**src/verilog/acc_pkg.sv**
```systemverilog
// Constants for the converter clock and control block.
// Assumes one 200 MHz system clock from which all timing is derived.
package acc_pkg;

  // Clock rates, in Hz
  localparam int unsigned CLK_HZ = 200_000_000;
  localparam int unsigned FAST_OSC_HZ = 20_000_000;
  localparam int unsigned FP_BASE_HZ = 4_000_000;
  localparam int unsigned LP_BASE_HZ = 125_000;
  localparam int unsigned FP_MOD_ZERO_HZ = 2_000_000;

  // Derived cycle counts and counter widths
  localparam int unsigned OSC_DIV = CLK_HZ / FAST_OSC_HZ;
  localparam int unsigned FP_TICKS = FAST_OSC_HZ / FP_BASE_HZ;
  localparam int unsigned LP_TICKS = FAST_OSC_HZ / LP_BASE_HZ;
  localparam int unsigned SLOT_W = 8;
  localparam int unsigned OSC_W = 4;

  // Register offsets and field layout
  localparam logic [7:0] FP_DIV_LO_OFS = 8'hB2;
  localparam logic [7:0] FP_CLK_CFG_OFS = 8'hB3;
  localparam int unsigned DIV_W = 10;
  localparam int unsigned DIV_HI_LSB = 0;
  localparam int unsigned DIV_HI_MSB = 1;
  localparam int unsigned CHOP_PHASE_LSB = 3;
  localparam int unsigned CHOP_PHASE_MSB = 5;
  localparam int unsigned MOD_PHASE_LSB = 6;
  localparam int unsigned MOD_PHASE_MSB = 7;
  localparam logic [2:0] CHOP_PHASE_MAX = 3'h4;

  // Reset values
  localparam logic [7:0] FP_DIV_LO_RST = 8'h08;
  localparam logic [7:0] FP_CLK_CFG_RST = 8'h92;

  // Data path
  localparam int unsigned RESULT_W = 24;
  localparam int unsigned CHOP_CNT_W = 5;

  typedef enum logic [0:0] {
    ACC_PS_FULL = 1'b0,
    ACC_PS_LOW = 1'b1
  } acc_pwr_t;

  typedef enum logic [1:0] {
    ACC_VT_VOLT = 2'b00,
    ACC_VT_TEMP_INT = 2'b01,
    ACC_VT_TEMP_EXT = 2'b10
  } acc_vt_src_t;

endpackage : acc_pkg

```
**src/verilog/acc_clock_control.sv**
```systemverilog
// Converter clock generation and conversion flagging for two channels.
// Assumes configuration bytes come from the register file, synchronous.
//
// What this block does
// - Base clock runs at 4 MHz in full power and 125 kHz in low power.
// - Full-power modulator clock is base over twice the divider value.
// - In full power a zero divider gives a 2 MHz modulator clock.
// - Chop clock is modulator clock over two to the power (select+1).
// - One modulator clock and one chop clock reach both channels.
// - Modulator base lags the logic base by 1 to 4 fast cycles in full power, and by 0 in low power.
// - Chop base lags the logic base by 0 to 4 fast cycles.
// - Both converters run in step on shared clocks.
// - Current channel measures current only; second one is selectable.
// - Each finished conversion raises a data-ready pulse.
// - Results are stored for host readout.
// - Divider is ten bits, low byte at offset B2.
// - Chop phase sits in bits 5..3 and takes 0 to 4.
// - Modulator phase sits in bits 7..6.
module acc_clock_control (
  // Clock and reset
  input wire logic CLK_I,
  input wire logic NRST_I,
  input wire logic CE_I,
  // Configuration
  input wire logic [7:0] FP_DIV_LO_I,
  input wire logic [7:0] FP_CLK_CFG_I,
  input wire logic [1:0] CHOP_SEL_I,
  input wire acc_pkg::acc_pwr_t PWR_STATE_I,
  input wire acc_pkg::acc_vt_src_t VT_SRC_I,
  // Conversion results from the data path
  input wire logic [1:0] CONV_DONE_I,
  input wire logic [acc_pkg::RESULT_W-1:0] CUR_RESULT_I,
  input wire logic [acc_pkg::RESULT_W-1:0] VT_RESULT_I,
  // Converter clocks and source select
  output logic LOGIC_BASE_O,
  output logic [1:0] MOD_CLK_O,
  output logic [1:0] CHOP_CLK_O,
  output acc_pkg::acc_vt_src_t VT_SRC_O,
  // Results
  output logic [acc_pkg::RESULT_W-1:0] CUR_DATA_O,
  output logic [acc_pkg::RESULT_W-1:0] VT_DATA_O,
  output logic [1:0] DATA_READY_O
);
  import acc_pkg::*;

  // Field decode
  // ten bit divider
  wire logic [DIV_W-1:0] fp_div;
  assign fp_div = {FP_CLK_CFG_I[DIV_HI_MSB:DIV_HI_LSB], FP_DIV_LO_I};
  wire logic [1:0] mod_phase;
  assign mod_phase = FP_CLK_CFG_I[MOD_PHASE_MSB:MOD_PHASE_LSB];
  // chop phase, out-of-range values clamp to the top slot
  wire logic [2:0] chop_phase_raw;
  wire logic [2:0] chop_phase;
  assign chop_phase_raw = FP_CLK_CFG_I[CHOP_PHASE_MSB:CHOP_PHASE_LSB];
  assign chop_phase = (chop_phase_raw > CHOP_PHASE_MAX) ?
                      CHOP_PHASE_MAX : chop_phase_raw;

  // Configuration snapshot for change detection
  localparam int unsigned SNAP_W = DIV_W + 2 + 3 + 2 + 1;
  logic [SNAP_W-1:0] snap_r;
  wire logic [SNAP_W-1:0] snap_nxt;
  wire logic cfg_change;
  // Raw phase field, so a write of 5 after 4 still restarts the clocks
  assign snap_nxt = {fp_div, mod_phase, chop_phase_raw, CHOP_SEL_I,
                     PWR_STATE_I};
  assign cfg_change = (snap_nxt != snap_r);

  // Fast oscillator tick from the system clock
  logic [OSC_W-1:0] osc_cnt_r;
  wire logic [OSC_W-1:0] osc_cnt_nxt;
  wire logic osc_tick;
  assign osc_tick = (osc_cnt_r == OSC_W'(OSC_DIV - 1));
  assign osc_cnt_nxt = osc_tick ? '0 : osc_cnt_r + OSC_W'(1);

  // base period in fast ticks follows the power state
  logic [SLOT_W-1:0] slot_r;
  wire logic [SLOT_W-1:0] slot_last;
  wire logic [SLOT_W-1:0] slot_nxt;
  wire logic full_pwr;
  assign full_pwr = (PWR_STATE_I == ACC_PS_FULL);
  assign slot_last = full_pwr ? SLOT_W'(FP_TICKS - 1) :
                     SLOT_W'(LP_TICKS - 1);
  assign slot_nxt = (slot_r >= slot_last) ? '0 : slot_r + SLOT_W'(1);

  // modulator base slot is phase plus one in full power, zero in low power
  wire logic [SLOT_W-1:0] mod_slot;
  assign mod_slot = full_pwr ? SLOT_W'({1'b0, mod_phase} + 3'h1) : '0;
  // chop base counts from the logic base, not the modulator base
  // relative delay is left to software programming
  wire logic [SLOT_W-1:0] chop_slot;
  assign chop_slot = full_pwr ? SLOT_W'(chop_phase) : '0;
  wire logic mod_evt;
  wire logic chop_evt;
  assign mod_evt = osc_tick && (slot_r == mod_slot);
  assign chop_evt = osc_tick && (slot_r == chop_slot);

  // toggle every divider value base edges
  // zero acts as one, giving half the base rate
  wire logic [DIV_W-1:0] div_last;
  assign div_last = (fp_div == '0) ? '0 : fp_div - DIV_W'(1);

  logic [DIV_W-1:0] mod_cnt_r;
  logic mod_clk_r;
  wire logic mod_wrap;
  wire logic [DIV_W-1:0] mod_cnt_nxt;
  assign mod_wrap = mod_evt && (mod_cnt_r >= div_last);
  assign mod_cnt_nxt = mod_wrap ? '0 :
                       (mod_evt ? mod_cnt_r + DIV_W'(1) : mod_cnt_r);

  // Chop path mirrors the divider on its own base so edges align
  logic [DIV_W-1:0] chop_cnt_r;
  logic [CHOP_CNT_W-1:0] chop_acc_r;
  logic chop_clk_r;
  wire logic chop_wrap;
  wire logic [DIV_W-1:0] chop_cnt_nxt;
  wire logic [CHOP_CNT_W-1:0] chop_acc_nxt;
  wire logic [2:0] chop_bit;
  assign chop_wrap = chop_evt && (chop_cnt_r >= div_last);
  assign chop_cnt_nxt = chop_wrap ? '0 :
                        (chop_evt ? chop_cnt_r + DIV_W'(1) : chop_cnt_r);
  assign chop_acc_nxt = chop_wrap ? chop_acc_r + CHOP_CNT_W'(1) :
                        chop_acc_r;
  // divide by two to the power select plus one
  assign chop_bit = {1'b0, CHOP_SEL_I} + 3'h1;

  // Logic base is high for the first part of its period
  wire logic base_nxt;
  assign base_nxt = (slot_nxt <= (slot_last >> 1));

  always_ff @(posedge CLK_I or negedge NRST_I) begin
    if (!NRST_I) begin
      snap_r <= '0;
      osc_cnt_r <= '0;
      slot_r <= '0;
      mod_cnt_r <= '0;
      mod_clk_r <= 1'b0;
      chop_cnt_r <= '0;
      chop_acc_r <= '0;
      chop_clk_r <= 1'b0;
      LOGIC_BASE_O <= 1'b0;
    end else if (CE_I) begin
      snap_r <= snap_nxt;
      // restart all counters, clocks held low
      if (cfg_change) begin
        osc_cnt_r <= '0;
        slot_r <= '0;
        mod_cnt_r <= '0;
        mod_clk_r <= 1'b0;
        chop_cnt_r <= '0;
        chop_acc_r <= '0;
        chop_clk_r <= 1'b0;
        LOGIC_BASE_O <= 1'b0;
      end else begin
        osc_cnt_r <= osc_cnt_nxt;
        if (osc_tick) begin
          slot_r <= slot_nxt;
          LOGIC_BASE_O <= base_nxt;
        end
        mod_cnt_r <= mod_cnt_nxt;
        if (mod_wrap) begin
          mod_clk_r <= ~mod_clk_r;
        end
        chop_cnt_r <= chop_cnt_nxt;
        chop_acc_r <= chop_acc_nxt;
        chop_clk_r <= chop_acc_nxt[chop_bit];
      end
    end
  end

  // same clocks fan out to both channels
  // shared clocks keep the converters in step
  assign MOD_CLK_O = {2{mod_clk_r}};
  assign CHOP_CLK_O = {2{chop_clk_r}};

  always_ff @(posedge CLK_I or negedge NRST_I) begin
    if (!NRST_I) begin
      CUR_DATA_O <= '0;
      VT_DATA_O <= '0;
      DATA_READY_O <= '0;
      VT_SRC_O <= ACC_VT_VOLT;
    end else if (CE_I) begin
      DATA_READY_O <= CONV_DONE_I;
      // only the second channel has a source select
      VT_SRC_O <= VT_SRC_I;
      if (CONV_DONE_I[0]) begin
        CUR_DATA_O <= CUR_RESULT_I;
      end
      if (CONV_DONE_I[1]) begin
        VT_DATA_O <= VT_RESULT_I;
      end
    end
  end

endmodule : acc_clock_control

```
**config.mk**
```make
export PLATFORM = sky130hd
export DESIGN_NAME = acc_clock_control
export DESIGN_NICKNAME = d
export VERILOG_FILES = /design/src/verilog/acc_pkg.sv /design/src/verilog/acc_clock_control.sv
export SDC_FILE = /design/constraint.sdc
export NUM_CORES = 1
export LEC_CHECK = 0
export BUFFER_PORTS_ARGS = -buffer_cell sky130_fd_sc_hd__buf_4
export CORE_AREA = 4 4 131 133
export DETAILED_ROUTE_END_ITERATION = 8
export DIE_AREA = 0 0 135 137
export PLACE_DENSITY_LB_ADDON = 0.15
export SETUP_SLACK_MARGIN = 0.3
export SYNTH_ARGS = -nofsm -noshare
export SYNTH_HDL_FRONTEND = slang
export SYNTH_SLANG_ARGS = --single-unit
export TNS_END_PERCENT = 100
```
**constraint.sdc**
```tcl
create_clock -name CLK_I -period 4.3 [get_ports CLK_I]
set_clock_uncertainty 0.1 [all_clocks]
set_input_delay 0.215 -clock CLK_I [delete_from_list [all_inputs] [get_ports CLK_I]]
set_output_delay 0.215 -clock CLK_I [all_outputs]
set_load 0.05 [all_outputs]
```
==> results of run 1 <==
synth_stat cells, types with 11 or more instances:
library cell    n  area (um^2)
nand3_1        16         80.1
inv_1          22         82.6
mux2_2         68          766
o21ai_0        31          155
nand2_1        56          210
nor2_1         20         75.1
xor2_1         11         96.3
ha_1           39          488
xnor2_1        25          219
o31ai_1        13         97.6
a21oi_1        11         55.1
dfrtp_1       110         2750
clkbuf_1       15         56.3
nand4_1        11         68.8
layout by cell type (no fill, tap or decap), drive strengths merged, types with 4 or more instances in the layout:
cell type / instances
nor2: 20
or3: 8
nand2b: 8
and2: 4
xnor2: 26
dfrtp: 110
a22o: 4
mux2i: 5
nand2: 57
mux2: 69
nand3: 16
a211oi: 4
nor3: 8
dlygate4sd3: 52
ha: 39
clkbuf: 9
or2: 5
o21ai: 39
inv: 27
nand4: 11
xor2: 11
a21oi: 12
o31ai: 14
nor4: 4
and3: 6
a2bb2oi: 8
a21o: 5
buf: 131
sequential cells by signal, summed over array words and instances, names as in the netlist:
| signal | flops |
|---|---|
| mod_cnt_r | 10 |
| LOGIC_BASE_O | 1 |
| chop_clk_r | 1 |
| snap_r | 18 |
| chop_acc_r | 5 |
| CUR_DATA_O | 24 |
| VT_SRC_O | 2 |
| mod_clk_r | 1 |
| osc_cnt_r | 4 |
| VT_DATA_O | 24 |
| DATA_READY_O | 2 |
| slot_r | 8 |
| chop_cnt_r | 10 |
final cells by class:
type	instances	area share [%]
Clock buffer	9	2.74
Multi-Input combinational cell	420	40.1
Inverter	22	1.00
Tap cell	216	3.28
Timing Repair Buffer	183	18.3
Clock inverter	7	1.11
Sequential cell	110	33.5
metal layers:
metal | up-vias | routed length [um] | track usage [%]
met1 | 2380 | 6190 | 19.4
met5 | - | 0 | 0
met2 | 92 | 8080 | 30.1
li1 | 2414 | - | -
met3 | 18 | 654 | 4.74
met4 | 0 | 189 | 4.26
metrics by stage:
step	utilization, %	total power [uW]
after global placement	46.7	1850
after global routing	52.0	2880
after floorplan	-	1610
final	52.0	2750
after CTS	52.0	2800
after detailed placement	46.7	1860
worst max-delay path by stage:
stage	startpoint	end	slack, ps	depth (start not counted)
final	FP_DIV_LO_I[5]	chop_cnt_r[7]	650	12
after global routing	FP_DIV_LO_I[5]	chop_cnt_r[7]	430	12
after CTS	FP_DIV_LO_I[5]	chop_cnt_r[7]	650	12
after detailed placement	FP_DIV_LO_I[5]	chop_cnt_r[7]	270	12
after global placement	FP_DIV_LO_I[5]	chop_cnt_r[7]	490	12
after floorplan	FP_DIV_LO_I[5]	chop_cnt_r[9]	830	13
cell families (layout without fill, tap and decap cells):
group | Yosys count | count (layout) | share of synthesized area, %
buffers and inverters | 50 | 221 | 3.45
muxes | 74 | 74 | 13.2
DFF | 110 | 110 | 43.9
and+or+nand+nor | 161 | 161 | 13.9
xor gates and xnor gates | 37 | 37 | 5.29
adders and majority gates | 39 | 39 | 7.78
AOI/OAI and AO/OA | 109 | 109 | 12.5
power groups by stage:
stage | sequential, uW | clock (uW) | combinational (uW)
3_3_place_gp | 1180 | 0 | 664
2_1_floorplan | 1430 | 0 | 176
5_1_grt | 1180 | 948 | 750
6_report | 1170 | 872 | 706
4_1_cts | 1170 | 914 | 713
3_5_place_dp | 1190 | 0 | 674
==> run_results.csv, run 1 <==
group,metric,value,unit
floorplanning,die_area,18500,um^2
timing,fin_crit_sh,84.9,%
timing,slew_headroom,27.9,%
pwr,combPwrFrac,25.7,%
finish,drive_above_1_share,32.0,%
global_routing,grt_max_degree,83,
floorplanning,num_io_pins,131,
yosys,synth_edf_count,0,
finish,multiInputGateArea,3300,um^2
floorplanning,rows,46,
status,status,"finished, final reports clean",
timing,tns,0,ps
route,drc_errors,0,
timing,drv_slew,0,
pwr,power_switching,922,uW
pwr,switching_share,33.6,%
pwr,leakage,0.00370,uW
finish,register_area,2750,um^2
floorplanning,dieHeight,137,um
route,drt-pass1-iter-count,4,
route,detail-route-antenna-nets,0,
timing,post-route-min-period,3650,ps
cts,cts_sinks,110,
route,first_iter_violations,180,
yosys,synth_seq_cells,110,
finish,stdcell_area,8230,um^2
yosys,synth_nets,693,
global_routing,overflow,0,
yosys,syn_area_per_cell,10.8,um^2
setup_path,r2r_slack,1040,ps
setup_path,critPathTopFamily,"simple AND/OR/NAND/NOR gates",
floorplanning,die_w,135,um
global_routing,grt_pass1_wl,24.7,mm
setup_path,r2r-end,"LOGIC_BASE_O",
route,routed_wl,15.1,mm
setup_path,path_buf_inv,1,
cts,cts_tree,"built",
global_routing,grt_antenna_before_repair,0,
timing,hold-worst-slack,26.4,ps
placed_design,dp_slack,270,ps
finish,num-fill-cells,1428,
setup_path,reg2reg_from,"slot_r[4]",
setup_path,critical-path-slowest-cell,"or4_1",
pwr,clkPwrFrac,31.7,%
hold_path,hold_end,"snap_r[4]",
timing,setup_ws,648,ps
hold_path,hp-class,"input pin to flip-flop",
finish,antennaDiodeCount,0,
route,post_drt_wl_per_cell,15.6,um
floorplanning,design.core.area,15800,um^2
hold_path,whs_path_depth,2,
pwr,ir_drop,0.252,mV
cts,cts_buffer_depth,2,
setup_path,crit_fanout,11,
setup_path,max_stage_delay,490,ps
cts,cts_made_buffers,9,
timing,worst_slew_pin_slew,1080,ps
yosys,ys_types,69,
finish,areaGrowthSynthToFinish,31.2,%
global_routing,grtUsageTotal,16.6,%
yosys,yosysWarnings,0,
yosys,async_flop_share,100,%
yosys,synth.cell_area,6270,um^2
setup_path,critical_path_required,4490,ps
placed_design,hpwl,10.9,mm
cts,cts_root_buf,"clkbuf_16",
route,num_vias,4904,
finish,finalNetCount,859,
floorplanning,start_util,39.6,%
pwr,intPower,1830,uW
placed_design,gp_congestion,0.853,
cts,cts.htree.levels,3,
hold_path,min_from,"FP_CLK_CFG_I[4]",
placed_design,numPortBuffers,129,
setup_path,cp.arrival,3840,ps
placed_design,placed_cell_area,7390,um^2
yosys,synth_flop_cell,"dfrtp_1",
setup_path,worstPathCellList,"buf_4 > nor4_1 > nand4b_1 > and2_1 > ha_1 > nand2b_1 > a21o_1 > a211oi_2 > a21oi_2 > or3_1 > or4_1 > o21ai_1",
setup_path,path_class,"input pin to flip-flop",
timing,hold_viol,0,
cts,clk_latency,360,ps
placed_design,placed_cells,899,
setup_path,ff2ff_path_depth,12,
cts,cts.clk_slew.worst_paths,80,ps
route,drt-vias-per-instance,5.07,
pwr,power_frac_seq,42.6,%
finish,layout.cells.non_filler,967,
timing,setup_viol,0,
timing,rsz0062_at_grt,"false",
setup_path,start_kind,"input pin",
global_routing,grt_pass1_vias,5004,
cts,cts_resized,0,
cts,ctsHoldBuffers,52,
yosys,synth_seq_area_share,43.9,%
timing,max_freq,274,MHz
yosys,synthCells,580,
cts,cts_setup_buffers,0,
setup_path,crit_path_end_kind,"flip-flop",
pwr,power_density,334,nW/um^2
flow_run,drv_cap,0,
Note: power is estimated with default switching activity, not from simulation.
==> inputs of run 2 (changes only) <==
==> constraint.sdc (replaced) <==
create_clock -name CLK_I -period 3.2 [get_ports CLK_I]
set_clock_uncertainty 0.1 [all_clocks]
set_input_delay 0.16 -clock CLK_I [delete_from_list [all_inputs] [get_ports CLK_I]]
set_output_delay 0.16 -clock CLK_I [all_outputs]
set_load 0.05 [all_outputs]
==> run 2 against run 1 <==
  * Utilization is 3.1 points higher
  * Die area stayed put
  * Combinational power is 39% higher
  * Cell count is 3.6% higher
  * Clock power is 39% higher
  * Non-clock buffer count is 35 higher
  * Sequential share of layout area is 1.9 points lower
  * First-iteration DRC count is 19% lower
  * Sequential power is 34% higher
==> run_results.csv, run 2 (same netlist as run 1, synthesis figures left out) <==
group,metric,value,unit
global_routing,grt_pass1_vias,5322,
route,drt-pass1-iter-count,4,
finish,antennaDiodeCount,0,
floorplanning,dieHeight,137,um
setup_path,crit_path_end_kind,"flip-flop",
pwr,combPwrFrac,26.1,%
route,routed_wl,15.9,mm
flow_run,drv_cap,0,
finish,layout_common_cells,"buf_4 (152), dfrtp_1 (110), mux2_2 (68), dlygate4sd3_1 (65), nand2_1 (55)",
floorplanning,rows,46,
finish,finalNetCount,894,
global_routing,overflow,0,
global_routing,grtUsageTotal,17.5,%
placed_design,dp_slack,-14.4,ps
status,status,"finished, final reports clean",
cts,cts_root_buf,"clkbuf_16",
route,num_vias,5105,
floorplanning,die_area,18500,um^2
route,detail-route-antenna-nets,0,
floorplanning,num_io_pins,131,
global_routing,grt_pass1_wl,26.2,mm
timing,setup_ws,435,ps
timing,drv_slew,0,
finish,register_area,2750,um^2
cts,cts_sinks,110,
finish,final_util,55.1,%
finish,multiInputGateArea,3470,um^2
timing,worst_slew_pin_slew,1030,ps
pwr,switching_share,32.7,%
timing,hold_viol,0,
route,post_drt_wl_per_cell,15.9,um
placed_design,placed_cells,917,
timing,rsz0062_at_grt,"true",
finish,reg_top3,"CUR_DATA_O: 24 flops, VT_DATA_O: 24 flops, snap_r: 18 flops",
cts,cts_made_buffers,9,
pwr,leakage,0.00389,uW
pwr,intPower,2540,uW
cts,cts.clk_slew.worst_paths,80,ps
timing,slew_headroom,31.1,%
finish,drive_above_1_share,36.5,%
placed_design,numPortBuffers,129,
pwr,ir_drop,0.286,mV
pwr,clkPwrFrac,32.2,%
timing,max_freq,362,MHz
placed_design,gp_congestion,0.830,
finish,final_common_cell,"buf_4",
cts,clk_latency,360,ps
finish,areaGrowthSynthToFinish,39.0,%
finish,num-fill-cells,1400,
timing,post-route-min-period,2770,ps
pwr,power_density,432,nW/um^2
finish,layout.cells.non_filler,1002,
finish,stdcell_area,8720,um^2
cts,cts_tree,"built",
route,first_iter_violations,146,
floorplanning,start_util,39.6,%
route,drt-vias-per-instance,5.09,
cts,cts_buffer_depth,2,
placed_design,hpwl,11.4,mm
hold_path,hp-class,"input pin to flip-flop",
pwr,power_frac_seq,41.7,%
global_routing,grt_max_degree,61,
setup_path,cp.arrival,2910,ps
timing,setup_viol,0,
pwr,finalPower,3770,uW
route,drc_errors,0,
cts,cts.htree.levels,3,
setup_path,crit_fanout,5,
placed_design,placed_cell_area,7600,um^2
floorplanning,die_w,135,um
setup_path,critical_path_required,3350,ps
timing,fin_crit_sh,86.4,%
setup_path,start_kind,"flip-flop",
global_routing,grt_antenna_before_repair,0,
setup_path,path_class,"flip-flop to flip-flop",
pwr,power_switching,1230,uW
floorplanning,design.core.area,15800,um^2
run 2: changes by cell type in the layout (fill, tap and decap cells not counted), sizes merged:
cell / change
buf: +22
dlygate4sd3: +13
bufinv: +1
inv: -1
run 2: metrics by stage:
step                      hold WS [ps]  setup TNS, ps
after floorplan                   -236              0
after global placement             197              0
after detailed placement           203          -14.4
after CTS                        0.553              0
after global routing              12.8              0
final                             18.9              0
run 2: timing repair:
item / in CTS / in global routing
setup endpoints to repair: 1 / 13
hold buffers: 65 / 0
gates resized for setup: 3 / 22
pin swaps: 0 / 9
setup buffers: 0 / 4
gates cloned: 0 / 0
endpoints found under the hold margin: 123 / 0
run 2: cell type report:
class                   count  area share (%)
multi-input cells         420            39.9
flip-flops and latches    110            31.6
repair buffers            218            20.8
well taps                 216            3.10
clock buffers               9            2.58
clock inverters             7            1.15
inverters                  22           0.947
run 2: critical path, stage by stage (launching register included):
cell and delay [ps]:
dfrtp_1 380, ha_1 180, or3_1 330, or3_4 350
a31oi_4 190, nor2_4 90, nor2_2 130, ha_1 270
nand3_1 110, nor2_1 50, o21ai_0 60, a21oi_1 90
o31ai_1 240, nand2_1 70
run 2: worst paths after layout:
kind	startpoint	to	slack [ps]	cells after the start
max	slot_r[4]	LOGIC_BASE_O	430	13
min	FP_DIV_LO_I[2]	snap_r[10]	20	2
max reg2reg	slot_r[4]	LOGIC_BASE_O	430	13
min reg2reg	osc_cnt_r[3]	osc_cnt_r[3]	380	1
max in group asynchronous	NRST_I	chop_acc_r[3]	1910	3
min in group asynchronous	NRST_I	snap_r[5]	340	2
run 2: power by group through the flow:
| stage | clock, uW | sequential [uW] | combinational (uW) |
|---|---|---|---|
| floorplan | 0 | 1930 | 244 |
| global placement | 0 | 1590 | 903 |
| detailed placement | 0 | 1600 | 918 |
| CTS | 1270 | 1570 | 984 |
| global route | 1320 | 1590 | 1040 |
| finish | 1210 | 1570 | 982 |
run 2: metal layers:
layer / wire (um) / track usage (%)
met5: 0 / 0
met4: 193 / 5.15
met3: 616 / 4.08
met2: 8650 / 31.9
met1: 6460 / 20.7
